<file path="config.mk">
export PLATFORM = sky130hd
export DESIGN_NAME = clksw_top
export DESIGN_NICKNAME = d
export VERILOG_FILES = /design/src/hw/clksw_postscaler.v /design/src/hw/clksw_edge_count.v /design/src/hw/clksw_top.v
export VERILOG_INCLUDE_DIRS = /design/src /design/src/pkg
export SDC_FILE = /design/constraint.sdc
export NUM_CORES = 1
export LEC_CHECK = 0
export ABC_AREA = 0
export BUFFER_PORTS_ARGS = -buffer_cell sky130_fd_sc_hd__buf_2
export CAP_MARGIN = 20
export CORE_MARGIN = 2
export CORE_UTILIZATION = 40
export CTS_BUF_LIST = sky130_fd_sc_hd__clkbuf_4 sky130_fd_sc_hd__clkbuf_8
export DETAILED_ROUTE_END_ITERATION = 7
export GPL_ROUTABILITY_DRIVEN = 0
export GPL_TIMING_DRIVEN = 0
export HOLD_SLACK_MARGIN = 0.15
export PLACE_DENSITY_LB_ADDON = 0.2
export SYNTH_ARGS = -nofsm -noshare
export SYNTH_HDL_FRONTEND = slang
export SYNTH_HIERARCHICAL = 1
export SYNTH_SLANG_ARGS = --single-unit
</file>
<file path="constraint.sdc">
create_clock -name hclk -period 4.15 [get_ports hclk]
set_clock_uncertainty 0.2 [all_clocks]
set_input_delay 0.83 -clock hclk [delete_from_list [all_inputs] [get_ports hclk]]
set_output_delay 0.83 -clock hclk [all_outputs]
set_load 0.01 [all_outputs]
</file>
<file path="src/pkg/clksw_defines.vh">
`ifndef CLKSW_DEFINES_VH
`define CLKSW_DEFINES_VH

// ***************************************************************
// register byte addresses
// ***************************************************************
`define CLKSW_ADDR_OSC_CTRL   8'h00
`define CLKSW_ADDR_TUNING     8'h04
`define CLKSW_ADDR_SEC_TIMER  8'h08
`define CLKSW_ADDR_STATUS     8'h0C

// ***************************************************************
// oscillator_control fields
// ***************************************************************
`define CLKSW_IDLE_BIT        7
`define CLKSW_FREQ_HI         6
`define CLKSW_FREQ_LO         4
`define CLKSW_PSTART_BIT      3
`define CLKSW_IFSTAB_BIT      2
`define CLKSW_SEL_HI          1
`define CLKSW_SEL_LO          0

// ***************************************************************
// oscillator_tuning and secondary_timer_control fields
// ***************************************************************
`define CLKSW_LFSRC_BIT       7
`define CLKSW_MULEN_BIT       6
`define CLKSW_TUNE_HI         4
`define CLKSW_SECACT_BIT      6
`define CLKSW_SECEN_BIT       3

// ***************************************************************
// codes and reset values
// ***************************************************************
`define CLKSW_SEL_PRI         2'h0
`define CLKSW_SEL_SEC         2'h1
`define CLKSW_FREQ_RST        3'h4
`define CLKSW_FREQ_8M         3'h7
`define CLKSW_FREQ_4M         3'h6
`define CLKSW_FREQ_31K        3'h0
`define CLKSW_PCFG_INT_A      4'h8
`define CLKSW_PCFG_INT_B      4'h9
`define CLKSW_OLD_CYCLES      2'h2
`define CLKSW_NEW_CYCLES      2'h3

`endif

</file>
<file path="src/hw/clksw_postscaler.v">
`timescale 1ns/10ps
`default_nettype none

// divides the fast internal source; stage n is divide by 2^(n+1)
module clksw_postscaler
(
  // clock and reset
  input  wire       hclk,
  input  wire       hresetn,
  // fast source tick
  input  wire       fast_tick,
  // taps
  output wire [7:0] div_tick
);

  reg [7:0] cnt_r;
  wire [7:0] cnt_nxt;

  assign cnt_nxt = fast_tick ? cnt_r + 8'h01 : cnt_r;

  always @(posedge hclk or negedge hresetn)
  begin
    if (!hresetn)
      cnt_r <= 8'h00;
    else
      cnt_r <= cnt_nxt;
  end

  // one tick per wrap of each stage
  genvar i;
  generate
    for (i = 0; i < 8; i = i + 1)
    begin : g_tap
      assign div_tick[i] = fast_tick & (&cnt_r[i:0]);
    end
  endgenerate

endmodule // clksw_postscaler

`default_nettype wire

</file>
<file path="src/hw/clksw_edge_count.v">
`timescale 1ns/10ps
`default_nettype none

// counts ticks of one source during a switch
module clksw_edge_count
(
  // clock and reset
  input  wire       hclk,
  input  wire       hresetn,
  // control
  input  wire       clear,
  input  wire       tick,
  // count
  output wire [2:0] count
);

  reg [2:0] count_r;

  always @(posedge hclk or negedge hresetn)
  begin
    if (!hresetn)
      count_r <= 3'h0;
    else if (clear)
      count_r <= 3'h0;
    else if (tick && count_r != 3'h7)
      count_r <= count_r + 3'h1;
  end

  assign count = count_r;

endmodule // clksw_edge_count

`default_nettype wire

</file>
<file path="src/hw/clksw_top.v">
// Notes on behaviour
// - select 00 primary, 01 secondary, 1x internal block.
// - every reset clears the source select field.
// - writing a new select starts the switch at once.
// - clock pauses two old cycles plus three new cycles, glitch free.
// - frequency field codes 111 down to 000 pick 8 MHz to 31 kHz.
// - frequency field resets to the 1 MHz code.
// - while internal drives, frequency changes take effect immediately.
// - code 000: low_freq_source_select picks fast/256 or slow RC.
// - slow RC always clocks the watchdog.
// - primary_startup_done reads 1 after start-up timer expiry while primary drives the clock.
// - internal_freq_stable set when fast source stable and driving.
// - secondary_clock_active set while secondary drives the clock.
// - at most one of three source status bits set.
// - sleep request enters idle if idle_on_sleep, else sleep.
// - secondary selection ignored while secondary oscillator disabled.
// - primary_startup_done reset value follows two-speed start-up config.
// - primary oscillator mode set by configuration inputs only.
// - multiplier works only in internal primary mode at 8/4 MHz.
//
// Decided for this implementation: the address map and the AHB-Lite register port.
`timescale 1ns/10ps
`default_nettype none
`include "clksw_defines.vh"

module clksw_top
(
  // ahb-lite
  input  wire        hclk,
  input  wire        hresetn,
  input  wire        hsel,
  input  wire [7:0]  haddr,
  input  wire [1:0]  htrans,
  input  wire        hwrite,
  input  wire [2:0]  hsize,
  input  wire [31:0] hwdata,
  input  wire        hready,
  output wire [31:0] hrdata,
  output wire        hreadyout,
  output wire        hresp,
  // source ticks, one hclk wide
  input  wire        pri_tick,
  input  wire        sec_tick,
  input  wire        fast_tick,
  input  wire        slow_tick,
  // oscillator status
  input  wire        pri_timer_done,
  input  wire        fast_stable,
  // configuration
  input  wire [3:0]  primary_osc_config,
  input  wire        two_speed_startup_cfg,
  // core side
  input  wire        sleep_req,
  output reg         core_clk_tick,
  output reg         wdt_clk_tick,
  output reg         multiplier_on,
  output reg         idle_mode,
  output reg         sleep_mode,
  output reg         switching,
  output reg  [1:0]  active_source
);

  // ***************************************************************
  // bus slave
  // ***************************************************************
  reg        wr_pend_r;
  reg [7:0]  wr_addr_r;
  reg [31:0] hrdata_r;
  wire       addr_ok;

  assign hreadyout = 1'b1;
  assign hresp     = 1'b0;
  assign hrdata    = hrdata_r;
  assign addr_ok   = hsel & htrans[1] & hready;

  // ***************************************************************
  // control state
  // ***************************************************************
  reg        idle_on_sleep_r;
  reg [2:0]  internal_freq_field_r;
  reg [1:0]  source_select_field_r;
  reg        low_freq_source_select_r;
  reg        multiplier_enable_r;
  reg [4:0]  tune_r;
  reg        secondary_osc_enable_r;
  reg [7:0]  sec_timer_other_r;
  reg        pstart_r;
  reg        start_done_r;

  wire wr_ctrl  = wr_pend_r && wr_addr_r == `CLKSW_ADDR_OSC_CTRL;
  wire wr_tune  = wr_pend_r && wr_addr_r == `CLKSW_ADDR_TUNING;
  wire wr_timer = wr_pend_r && wr_addr_r == `CLKSW_ADDR_SEC_TIMER;
  wire [1:0] sel_wr = hwdata[`CLKSW_SEL_HI:`CLKSW_SEL_LO];
  wire sec_en_now = wr_timer ? hwdata[`CLKSW_SECEN_BIT]
                             : secondary_osc_enable_r;
  wire int_primary = primary_osc_config == `CLKSW_PCFG_INT_A ||
                     primary_osc_config == `CLKSW_PCFG_INT_B;

  always @(posedge hclk or negedge hresetn)
  begin
    if (!hresetn)
    begin
      wr_pend_r                <= 1'b0;
      wr_addr_r                <= 8'h00;
      idle_on_sleep_r          <= 1'b0;
      internal_freq_field_r    <= `CLKSW_FREQ_RST;
      source_select_field_r    <= `CLKSW_SEL_PRI;
      low_freq_source_select_r <= 1'b0;
      multiplier_enable_r      <= 1'b0;
      tune_r                   <= 5'h00;
      secondary_osc_enable_r   <= 1'b0;
      sec_timer_other_r        <= 8'h00;
    end
    else
    begin
      wr_pend_r <= addr_ok & hwrite;
      if (addr_ok)
        wr_addr_r <= haddr;
      if (wr_ctrl)
      begin
        idle_on_sleep_r       <= hwdata[`CLKSW_IDLE_BIT];
        internal_freq_field_r <= hwdata[`CLKSW_FREQ_HI:`CLKSW_FREQ_LO];
        // status bits 3:2 are not stored from writes
        if (sel_wr != `CLKSW_SEL_SEC || sec_en_now)
          source_select_field_r <= sel_wr;
      end
      if (wr_tune)
      begin
        low_freq_source_select_r <= hwdata[`CLKSW_LFSRC_BIT];
        multiplier_enable_r      <= hwdata[`CLKSW_MULEN_BIT];
        tune_r                   <= hwdata[`CLKSW_TUNE_HI:0];
      end
      if (wr_timer)
      begin
        secondary_osc_enable_r <= hwdata[`CLKSW_SECEN_BIT];
        sec_timer_other_r      <= hwdata[7:0];
      end
    end
  end

  // multiplier enable reads 0 where unavailable
  wire mul_avail = int_primary &&
                   (internal_freq_field_r == `CLKSW_FREQ_8M ||
                    internal_freq_field_r == `CLKSW_FREQ_4M);
  wire mul_rd = multiplier_enable_r & mul_avail;

  // ***************************************************************
  // internal block frequency
  // ***************************************************************
  wire [7:0] div_tick;
  reg        int_tick;

  clksw_postscaler u_post
  (
    .hclk     (hclk),
    .hresetn  (hresetn),
    .fast_tick(fast_tick),
    .div_tick (div_tick)
  );

  // combinational so a frequency change applies at once
  always @*
  begin
    case (internal_freq_field_r)
      3'h7:    int_tick = fast_tick;
      3'h6:    int_tick = div_tick[0];
      3'h5:    int_tick = div_tick[1];
      3'h4:    int_tick = div_tick[2];
      3'h3:    int_tick = div_tick[3];
      3'h2:    int_tick = div_tick[4];
      3'h1:    int_tick = div_tick[5];
      default: int_tick = low_freq_source_select_r ? div_tick[7]
                                                    : slow_tick;
    endcase
  end

  // ***************************************************************
  // glitch-free switch
  // ***************************************************************
  localparam ST_RUN  = 2'h0;
  localparam ST_OLD  = 2'h1;
  localparam ST_NEW  = 2'h2;

  reg  [1:0] state_r;
  reg  [1:0] state_nxt;
  reg  [1:0] cur_src_r;
  reg        src_tick;
  reg        tgt_tick;
  wire [2:0] old_cnt;
  wire [2:0] new_cnt;
  wire       want_switch = source_select_field_r[1] != cur_src_r[1] ||
                           (!source_select_field_r[1] &&
                            source_select_field_r != cur_src_r);

  function sel_tick;
    input [1:0] s;
    input       p;
    input       q;
    input       r;
    begin
      if (s[1])
        sel_tick = r;
      else if (s[0])
        sel_tick = q;
      else
        sel_tick = p;
    end
  endfunction

  always @*
  begin
    src_tick = sel_tick(cur_src_r, pri_tick, sec_tick, int_tick);
    tgt_tick = sel_tick(source_select_field_r, pri_tick, sec_tick,
                        int_tick);
  end

  clksw_edge_count u_old
  (
    .hclk   (hclk),
    .hresetn(hresetn),
    .clear  (state_r == ST_RUN),
    .tick   (state_r == ST_OLD && src_tick),
    .count  (old_cnt)
  );

  clksw_edge_count u_new
  (
    .hclk   (hclk),
    .hresetn(hresetn),
    .clear  (state_r != ST_NEW),
    .tick   (tgt_tick),
    .count  (new_cnt)
  );

  always @*
  begin
    state_nxt = state_r;
    case (state_r)
      ST_RUN:
        if (want_switch)
          state_nxt = ST_OLD;
      ST_OLD:
        if (old_cnt == {1'b0, `CLKSW_OLD_CYCLES})
          state_nxt = ST_NEW;
      ST_NEW:
        if (new_cnt == {1'b0, `CLKSW_NEW_CYCLES})
          state_nxt = ST_RUN;
      default:
        state_nxt = ST_RUN;
    endcase
  end

  // slow RC tick registered straight onto the watchdog tick
  always @(posedge hclk or negedge hresetn)
  begin
    if (!hresetn)
    begin
      state_r       <= ST_RUN;
      cur_src_r     <= `CLKSW_SEL_PRI;
      core_clk_tick <= 1'b0;
      wdt_clk_tick  <= 1'b0;
      multiplier_on <= 1'b0;
      idle_mode     <= 1'b0;
      sleep_mode    <= 1'b0;
      start_done_r  <= 1'b0;
      pstart_r      <= 1'b0;
      hrdata_r      <= 32'h00000000;
    end
    else
    begin
      state_r <= state_nxt;
      if (state_r == ST_NEW && state_nxt == ST_RUN)
        cur_src_r <= source_select_field_r;
      // no ticks leave while switching: no glitch
      core_clk_tick <= (state_r == ST_RUN) && !want_switch && src_tick;
      wdt_clk_tick  <= slow_tick;
      multiplier_on <= mul_rd;
      if (sleep_req)
      begin
        idle_mode  <= idle_on_sleep_r;
        sleep_mode <= !idle_on_sleep_r;
      end
      // capture the strap after release
      if (!start_done_r)
      begin
        start_done_r <= 1'b1;
        pstart_r     <= !two_speed_startup_cfg;
      end
      else
        pstart_r <= pri_timer_done;
      hrdata_r <= 32'h00000000;
      if (addr_ok && !hwrite)
        hrdata_r <= {24'h000000, rd_mux(haddr)};
    end
  end

  // ***************************************************************
  // status and read mux
  // ***************************************************************
  wire running = state_r == ST_RUN;
  wire st_pri  = pstart_r && running && cur_src_r == `CLKSW_SEL_PRI;
  wire st_int  = fast_stable && running && cur_src_r[1] &&
                 !(internal_freq_field_r == `CLKSW_FREQ_31K &&
                   !low_freq_source_select_r);
  wire st_sec  = running && cur_src_r == `CLKSW_SEL_SEC;

  always @*
  begin
    switching     = !running;
    active_source = cur_src_r;
  end

  function [7:0] rd_mux;
    input [7:0] a;
    begin
      case (a)
        `CLKSW_ADDR_OSC_CTRL:
          rd_mux = {idle_on_sleep_r, internal_freq_field_r, st_pri,
                    st_int, source_select_field_r};
        `CLKSW_ADDR_TUNING:
          rd_mux = {low_freq_source_select_r, mul_rd, 1'b0, tune_r};
        `CLKSW_ADDR_SEC_TIMER:
          rd_mux = {sec_timer_other_r[7], st_sec, sec_timer_other_r[5:4],
                    secondary_osc_enable_r, sec_timer_other_r[2:0]};
        `CLKSW_ADDR_STATUS:
          rd_mux = {3'h0, switching, primary_osc_config};
        default:
          rd_mux = 8'h00;
      endcase
    end
  endfunction

endmodule // clksw_top

`default_nettype wire

</file>
==> results of run 1 <==
-- where the power goes --
group	internal, mW	total, mW	switching, mW
logic	0.197	0.368	0.171
registers	0.695	0.778	0.0828
clock network	0.340	0.591	0.251
-- layer usage --
| layer | track usage | wire length, microns | up-vias |
|---|---|---|---|
| met5 | 0 | 0 | - |
| met4 | 0.0600 | 29 | 0 |
| met3 | 0.0459 | 365 | 2 |
| met2 | 0.245 | 2880 | 58 |
| met1 | 0.209 | 2880 | 994 |
| li1 | - | - | 1076 |
-- stage by stage --
stage	std cells	hold WS (ns)	utilization
after floorplan	296	0.225	-
after global placement	446	0.239	0.471
after detailed placement	446	0.249	0.471
after CTS	462	0.255	0.500
after global routing	462	0.273	0.500
final	462	0.248	0.500
-- cell type report --
class	instances	area [sq um]
plain buffers	32	223
clock buffers	9	124
clock inverters	7	97.6
fillers	729	3860
inverters	8	30.0
multi-input cells	194	1470
flip-flops and latches	62	1550
well taps	102	128
repair buffers	48	243
-- flip-flops by register name, indices dropped and copies added (netlist names), 3 cells and up --
name,flops
hrdata,8
u_post/cnt_r,8
wr_addr_r,8
sec_timer_other_r,6
tune_r,5
internal_freq_field_r,3
u_new/count,3
u_old/count,3
-- worst paths after layout --
check	slack, ns	to	start
min in group asynchronous	0.37	hrdata[7]	hresetn
worst max-delay path	1.31	u_old/count[0]	u_post/cnt_r[0]
worst min register to register	0.25	pstart_r	start_done_r
worst max register to register	1.31	u_old/count[0]	u_post/cnt_r[0]
worst min-delay path	0.25	pstart_r	start_done_r
max in group asynchronous	2.86	u_old/count[0]	hresetn
==> flow_summary_export.csv, run 1 <==
group,metric,value,unit
setup_path,worst_setup_path_end_kind,"flop",
timing,max_slew_margin,0.482,
power_and_ir_drop,leakage,1.89,nW
setup_path,critPathArrivalTime,2.86,ns
timing,final.period_utilization,0.685,
clocking,cts-resized-gates,0,
setup_path,crit_buf_inv,0,
route,dr.first_iter.drc_count,123,
clocking,holdBufCountCts,0,
die,fp-row-count,32,
power_and_ir_drop,irDropWorstVdd,0.273,mV
finish,final_cell_mix,"dfrtp_1 (61), buf_2 (48), mux2_2 (28), buf_4 (28), conb_1 (27)",
global_route,antenna_found_initial,0,
finish,area_delta_synth_final,21.6,%
clocking,cts_tree,"done",
setup_path,startpoint_type,"flop",
placed_design,place_area,3640,sq um
clocking,cts_buffers,9,
setup_path,max_stage_delay,0.42,ns
route,via_per_inst,4.61,
setup_path,cp_common_cell,"ha_1",
placed_design,place_ws,1.04,ns
power_and_ir_drop,power.total,1.74,mW
die,initial_core_util,0.411,
finish,antenna_cells,0,
route,wl_per_cell,13.3,microns
logic_synthesis,synthCells,271,
die,die_area,8670,sq um
logic_synthesis,synth.avg_cell_area,11.7,sq um
placed_design,port_buffers,48,
route,wirelength,6.16,mm
clocking,cts_root_buf,"clkbuf_8",
route,drc,0,
die,die_h,93.1,microns
setup_path,reg2reg_depth,10,
setup_path,critical_path_required,4.17,ns
route,dr.pass1.iters,4,
power_and_ir_drop,p_per_area,449,nW/um^2
setup_path,cp.depth,10,
timing,worst_slew_pin_slew,0.776,ns
timing,rsz0062_at_grt,"no",
min_path,hp-class,"flop to flop",
setup_path,worst-path-max-fanout,5,
clocking,post_cts.repair.setup_buffers,0,
finish,layout_commonest_cell,"dfrtp_1",
global_route,gr-usage-all-layers,0.158,
route,vias,2130,
die,ioPinCount,104,
finish,post_route_cells_drive_above_1_share,0.389,
timing,post-route-min-period,2.84,ns
setup_path,crit_type,"flop to flop",
global_route,grt_pass1_vias,2138,
finish,fin_nets,425,
timing,fmax,352,MHz
global_route,gr-total-overflow,0,
setup_path,cp_slowest_cell,"dfrtp_1",
route,final_antenna_net_count,0,
global_route,grt_max_degree,63,
min_path,min_path_cells,1,
clocking,ctsHtreeMaxLevel,3,
clocking,cts_sinks,62,
timing,hold_violations,0,
run_status,status,"finished, final reports clean",
timing,layout_setup_ws,1.31,ns
setup_path,critPathTopFamily,"simple AND/OR/NAND/NOR gates",
die,core,7730,sq um
run,max_cap_violations,0,
logic_synthesis,yosysWarnings,6,
timing,slew_violations,0,
timing,fin_setup_tns,0,ns
clocking,path_clk_slew,0.07,ns
setup_path,cp_cell_sequence,"ha_1 -> and3_2 -> ha_1 -> and2_1 -> mux2i_1 -> o32ai_1 -> nor4_1 -> nor3_1 -> nor2b_4 -> mux2_4",
placed_design,dp_hpwl,4.49,mm
timing,setup_viol,0,
logic_synthesis,syn_area,3180,sq um
clocking,clock_path_buffers,2,
finish,final_cell_area,3860,sq um
global_route,grt_pass1_wl,10.4,mm
die,die_w,93.1,microns
clocking,clk-insertion-delay-late,0.34,ns
Power figures use the tool's default switching activity.
==> inputs of run 2 (changes only) <==
Clock period 4.15 ns to 2.9 ns, I/O delays scaled along.
==> flow_summary_export.csv, run 2 (synthesis gave the netlist of run 1 again) <==
group,metric,value,unit
die,die_w,93.1,microns
run_status,status,"finished, final reports clean",
finish,area_delta_synth_final,22.2,%
power_and_ir_drop,irDropWorstVdd,0.390,mV
die,ioPinCount,104,
setup_path,worst_setup_path_end_kind,"flop",
global_route,grt_pass1_vias,2138,
timing,rsz0062_at_grt,"yes",
route,wl_per_cell,13.3,microns
setup_path,critPathArrivalTime,2.78,ns
finish,post_route_cells_drive_above_1_share,0.397,
timing,worst_slew_pin_slew,0.775,ns
timing,setup_viol,0,
die,die_h,93.1,microns
timing,fmax,362,MHz
route,final_antenna_net_count,0,
clocking,cts_tree,"done",
placed_design,dp_hpwl,4.49,mm
global_route,antenna_found_initial,0,
timing,fin_hold_ws,0.119,ns
finish,fin_nets,425,
route,wirelength,6.17,mm
clocking,cts_root_buf,"clkbuf_8",
die,die_area,8670,sq um
power_and_ir_drop,power.total,2.49,mW
placed_design,place_ws,0.0423,ns
timing,post-route-min-period,2.77,ns
placed_design,port_buffers,48,
clocking,ctsHtreeMaxLevel,3,
timing,max_slew_margin,0.483,
die,initial_core_util,0.411,
setup_path,startpoint_type,"flop",
power_and_ir_drop,p_per_area,642,nW/um^2
setup_path,crit_type,"flop to flop",
setup_path,worst-path-max-fanout,5,
finish,n_fill_cell,728,
timing,layout_setup_ws,0.135,ns
route,via_per_inst,4.62,
die,fp-row-count,32,
clocking,clk-insertion-delay-late,0.34,ns
run,max_cap_violations,0,
timing,slew_violations,0,
min_path,hp-class,"primary input to async pin",
timing,final.period_utilization,0.954,
finish,postLayoutCoreUtil,0.502,
clocking,post_cts.repair.setup_buffers,0,
global_route,grt_max_degree,63,
route,dr.pass1.iters,4,
finish,antenna_cells,0,
placed_design,place_area,3640,sq um
clocking,path_clk_slew,0.08,ns
clocking,cts_sinks,62,
finish,final_cell_mix,"dfrtp_1 (61), buf_2 (48), mux2_2 (28), buf_4 (28), conb_1 (27)",
global_route,grt_pass1_wl,10.4,mm
power_and_ir_drop,leakage,1.90,nW
route,dr.first_iter.drc_count,98,
clocking,clock_path_buffers,2,
die,core,7730,sq um
clocking,cts_buffers,9,
route,vias,2135,
global_route,gr-total-overflow,0,
setup_path,critical_path_required,2.92,ns
timing,hold_violations,0,
global_route,gr-usage-all-layers,0.158,
route,drc,0,
finish,final_cell_area,3880,sq um
finish,layout_commonest_cell,"dfrtp_1",
==> run 2: worst paths after layout <==
kind	from	end	slack, ns	cells after the start
worst max register to register	u_post/cnt_r[0]	u_old/count[0]	0.13	10
worst min-delay path	hresetn	hrdata[7]	0.12	1
min in group hclk	slow_tick	wdt_clk_tick	0.18	1
worst min register to register	start_done_r	pstart_r	0.25	1
worst max-delay path	u_post/cnt_r[0]	u_old/count[0]	0.13	10
max in group asynchronous	hresetn	u_old/count[0]	1.87	1
==> run 2: through the flow <==
step / TNS (ns) / instances
floorplan: 0 / 296
global placement: 0 / 446
detailed placement: 0 / 446
CTS: 0 / 462
global route: -0.0169 / 462
finish: 0 / 462
==> run 2: routing by layer <==
| metal | part of all wire | GRT usage | routed length [microns] | up-vias |
|---|---|---|---|---|
| met5 | 0 | 0 | 0 | - |
| met4 | 0.0047 | 0.0600 | 29 | 0 |
| met3 | 0.051 | 0.0459 | 315 | 2 |
| met2 | 0.46 | 0.245 | 2870 | 52 |
| met1 | 0.48 | 0.209 | 2950 | 1005 |
| li1 | - | - | - | 1076 |
==> run 2: power breakdown <==
group          internal [mW]  switching, mW
Sequential             0.994          0.118
Combinational          0.284          0.249
Clock                  0.486          0.359
==> run 2: area by class of cell <==
| type | count | area (sq um) | area share |
|---|---|---|---|
| clock buffer | 9 | 124 | 0.0319 |
| clock inverter | 7 | 97.6 | 0.0251 |
| inverter | 8 | 30.0 | 0.00773 |
| timing repair buffer | 48 | 243 | 0.0625 |
| buffer | 32 | 223 | 0.0574 |
| sequential | 62 | 1550 | 0.400 |
| tap | 102 | 128 | 0.0329 |
| multi-input combinational | 194 | 1490 | 0.383 |
==> run 2: timing repair <==
action	in CTS	in global routing
endpoints found under the setup margin	0	4
resized for setup	0	4
hold buffers	0	0
==> run 2: worst max-delay path, cell delays in order, from the launching register on <==
cell and delay, ns:
dfrtp_1 0.43, ha_1 0.26, and3_2 0.22, ha_1 0.17
and2_1 0.15, mux2i_1 0.20, o32ai_2 0.12, nor4_2 0.35
nor3_2 0.11, nor2b_4 0.16, mux2_4 0.29
==> inputs of run 3 (changes only) <==
Settings changed: SYNTH_HIERARCHICAL 1 to not set.
==> flow_summary_export.csv, run 3 <==
group,metric,value,unit
setup_path,cp_cell_sequence,"ha_1 -> and3_1 -> ha_1 -> nor4bb_1 -> a31oi_1 -> a21boi_1 -> o211a_1 -> o21ai_1 -> o311ai_0",
timing,post-route-min-period,2.59,ns
setup_path,crit_type,"flop to flop",
logic_synthesis,synth_common_cells,"dfrtp_1 (61), buf_4 (26), nand2_1 (26)",
placed_design,place_ws,0.320,ns
global_route,gr-usage-all-layers,0.159,
power_and_ir_drop,p_int,1.86,mW
route,vias,2268,
clocking,cts_sinks,62,
finish,post_route_cells_drive_above_1_share,0.332,
logic_synthesis,synth_edf_count,0,
power_and_ir_drop,power_frac_comb,0.205,
route,drc,0,
setup_path,worst_setup_path_end_kind,"flop",
finish,area_delta_synth_final,22.7,%
setup_path,r2r-start,"u_post.cnt_r[0]",
finish,final_cell_mix,"dfrtp_1 (61), buf_2 (50), buf_4 (27), conb_1 (27), nand2_1 (26)",
min_path,hp-class,"primary input to flop",
logic_synthesis,synthCells,289,
clocking,cts_buffers,9,
clocking,path_clk_slew,0.07,ns
setup_path,cp_common_cell,"ha_1",
timing,worst_slew_pin_slew,0.789,ns
timing,rsz0062_at_grt,"no",
setup_path,critical_path_required,2.93,ns
clocking,cts-resized-gates,0,
global_route,gr-total-overflow,0,
global_route,grt_pass1_wl,10.5,mm
die,core,7690,sq um
run,max_cap_violations,0,
run_status,status,"finished, final reports clean",
timing,fin_setup_tns,0,ns
logic_synthesis,synth_area_leader_cell,"dfrtp_1",
setup_path,startpoint_type,"flop",
timing,slew_violations,0,
finish,postLayoutCoreUtil,0.506,
setup_path,worst-path-max-fanout,6,
global_route,grt_max_degree,63,
power_and_ir_drop,switchingPower,0.715,mW
route,wl_per_cell,13.1,microns
timing,fmax,386,MHz
die,die_h,93.0,microns
logic_synthesis,async_flop_share,1.00,
logic_synthesis,synth_top_area_share,0.481,
clocking,clock_path_buffers,2,
timing,max_slew_margin,0.474,
logic_synthesis,syn_area,3170,sq um
route,via_per_inst,4.72,
clocking,holdBufCountCts,1,
power_and_ir_drop,p_seq_frac,0.435,
die,initial_core_util,0.412,
timing,setup_viol,0,
power_and_ir_drop,p_per_area,662,nW/um^2
min_path,hold_start,"slow_tick",
logic_synthesis,ys_dominant_reg_cell,"dfrtp_1",
route,dr.first_iter.drc_count,101,
die,fp-row-count,32,
finish,fin_nets,447,
logic_synthesis,synth.most_common_cell,"dfrtp_1",
route,wirelength,6.28,mm
finish,antenna_cells,0,
global_route,grt_pass1_vias,2150,
min_path,hold_path_end,"wdt_clk_tick",
setup_path,critPathArrivalTime,2.62,ns
placed_design,dp_hpwl,4.69,mm
min_path,min_path_cells,1,
power_and_ir_drop,switching_share,0.277,
route,dr.pass1.iters,4,
setup_path,max_stage_delay,0.43,ns
setup_path,r2r-end,"u_old.count[0]",
global_route,antenna_found_initial,0,
setup_path,rrSetupSlack,0.31,ns
die,die_w,93.0,microns
logic_synthesis,yosysWarnings,0,
clocking,cts_tree,"done",
power_and_ir_drop,power.total,2.58,mW
placed_design,port_buffers,49,
timing,fin_hold_ws,0.171,ns
timing,hold_violations,0,
power_and_ir_drop,irDropWorstVdd,0.248,mV
clocking,post_cts.repair.setup_buffers,0,
logic_synthesis,yosys.cell_types.count,51,
power_and_ir_drop,p_clk_frac,0.360,
finish,n_fill_cell,730,
logic_synthesis,ys_ff_latch,62,
route,final_antenna_net_count,0,
logic_synthesis,synth_seq_area_share,0.490,
power_and_ir_drop,leakage,1.91,nW
timing,final.period_utilization,0.894,
clocking,ctsHtreeMaxLevel,3,
die,ioPinCount,104,
die,die_area,8650,sq um
timing,layout_setup_ws,0.309,ns
finish,layout_commonest_cell,"dfrtp_1",
logic_synthesis,ys_top_cells_by_area,"dfrtp_1 (48%), mux2_2 (8.5%), buf_4 (6.2%)",
logic_synthesis,synth.avg_cell_area,11.0,sq um
clocking,clk-insertion-delay-late,0.34,ns
setup_path,cp_slowest_cell,"dfrtp_1",
setup_path,reg2reg_depth,9,
clocking,cts_root_buf,"clkbuf_8",
run 3: cell types whose count changed in the layout (fill, tap and decap cells not counted), sizes merged, moves of 4 or more:
cell / previous run / this run
mux2: 30 / 24
nand4bb: 4 / 0
nor2b: 8 / 1
and2: 5 / 0
nand4: 1 / 7
clkbuf: 13 / 20
nand3: 2 / 8
nand2: 10 / 26
run 3: worst max path at each step:
stage                    startpoint              to  slack (ns)  cells after the start
floorplan           u_post.cnt_r[0]  u_new.count[2]        0.67                      9
global placement    u_post.cnt_r[0]  u_old.count[0]        0.35                      9
detailed placement  u_post.cnt_r[0]  u_old.count[0]        0.32                      9
CTS                 u_post.cnt_r[0]  u_old.count[0]        0.30                      9
global route        u_post.cnt_r[0]  u_old.count[0]        0.05                      9
finish              u_post.cnt_r[0]  u_old.count[0]        0.31                      9
run 3: per-layer routing:
layer | vias up | GRT usage | wire length, microns
met1 | 1067 | 0.212 | 2890
met2 | 52 | 0.249 | 2990
met3 | 12 | 0.0290 | 316
met5 | - | 0 | 0
li1 | 1137 | - | -
met4 | 0 | 0.0797 | 84
run 3: cell type report:
| cell class | instances | area, sq um | share of cell area |
|---|---|---|---|
| Multi-Input combinational cell | 203 | 1420 | 0.365 |
| Buffer | 38 | 250 | 0.0643 |
| Tap cell | 102 | 128 | 0.0328 |
| Clock inverter | 4 | 95.1 | 0.0244 |
| Inverter | 11 | 41.3 | 0.0106 |
| Sequential cell | 62 | 1550 | 0.399 |
| Timing Repair Buffer | 50 | 258 | 0.0663 |
| Clock buffer | 11 | 145 | 0.0373 |
run 3: cell families (layout without fill, tap and decap cells):
family	Yosys count	in the layout	share of synthesized area
simple gates	87	87	0.145
flops	62	62	0.490
buf+inv	49	114	0.0919
compound gates	39	39	0.0821
mux	34	34	0.133
fa+ha+maj	10	10	0.0395
xor+xnor	6	6	0.0166
other cells	2	27	0.00237
run 3: per-stage QoR:
stage | instances | cell area (sq um)
2_1_floorplan | 314 | 3260
3_3_place_gp | 465 | 3640
3_5_place_dp | 465 | 3640
4_1_cts | 481 | 3890
5_1_grt | 481 | 3890
6_report | 481 | 3890
run 3: power by group through the flow:
stage	logic [mW]	registers (mW)	clock network, mW
CTS	0.535	1.12	0.949
finish	0.528	1.12	0.927
detailed placement	0.533	1.14	0
global placement	0.517	1.13	0
floorplan	0.391	1.11	0
global route	0.603	1.14	0.979
run 3: worst max-delay path, delay by kind of cell (launching register included):
family	cells	cell delay, ns
flip-flops	1	0.43
adder cells (fa/ha/maj)	2	0.37
AND/OR/NAND/NOR	2	0.46
AO/OA/AOI/OAI	5	1.03
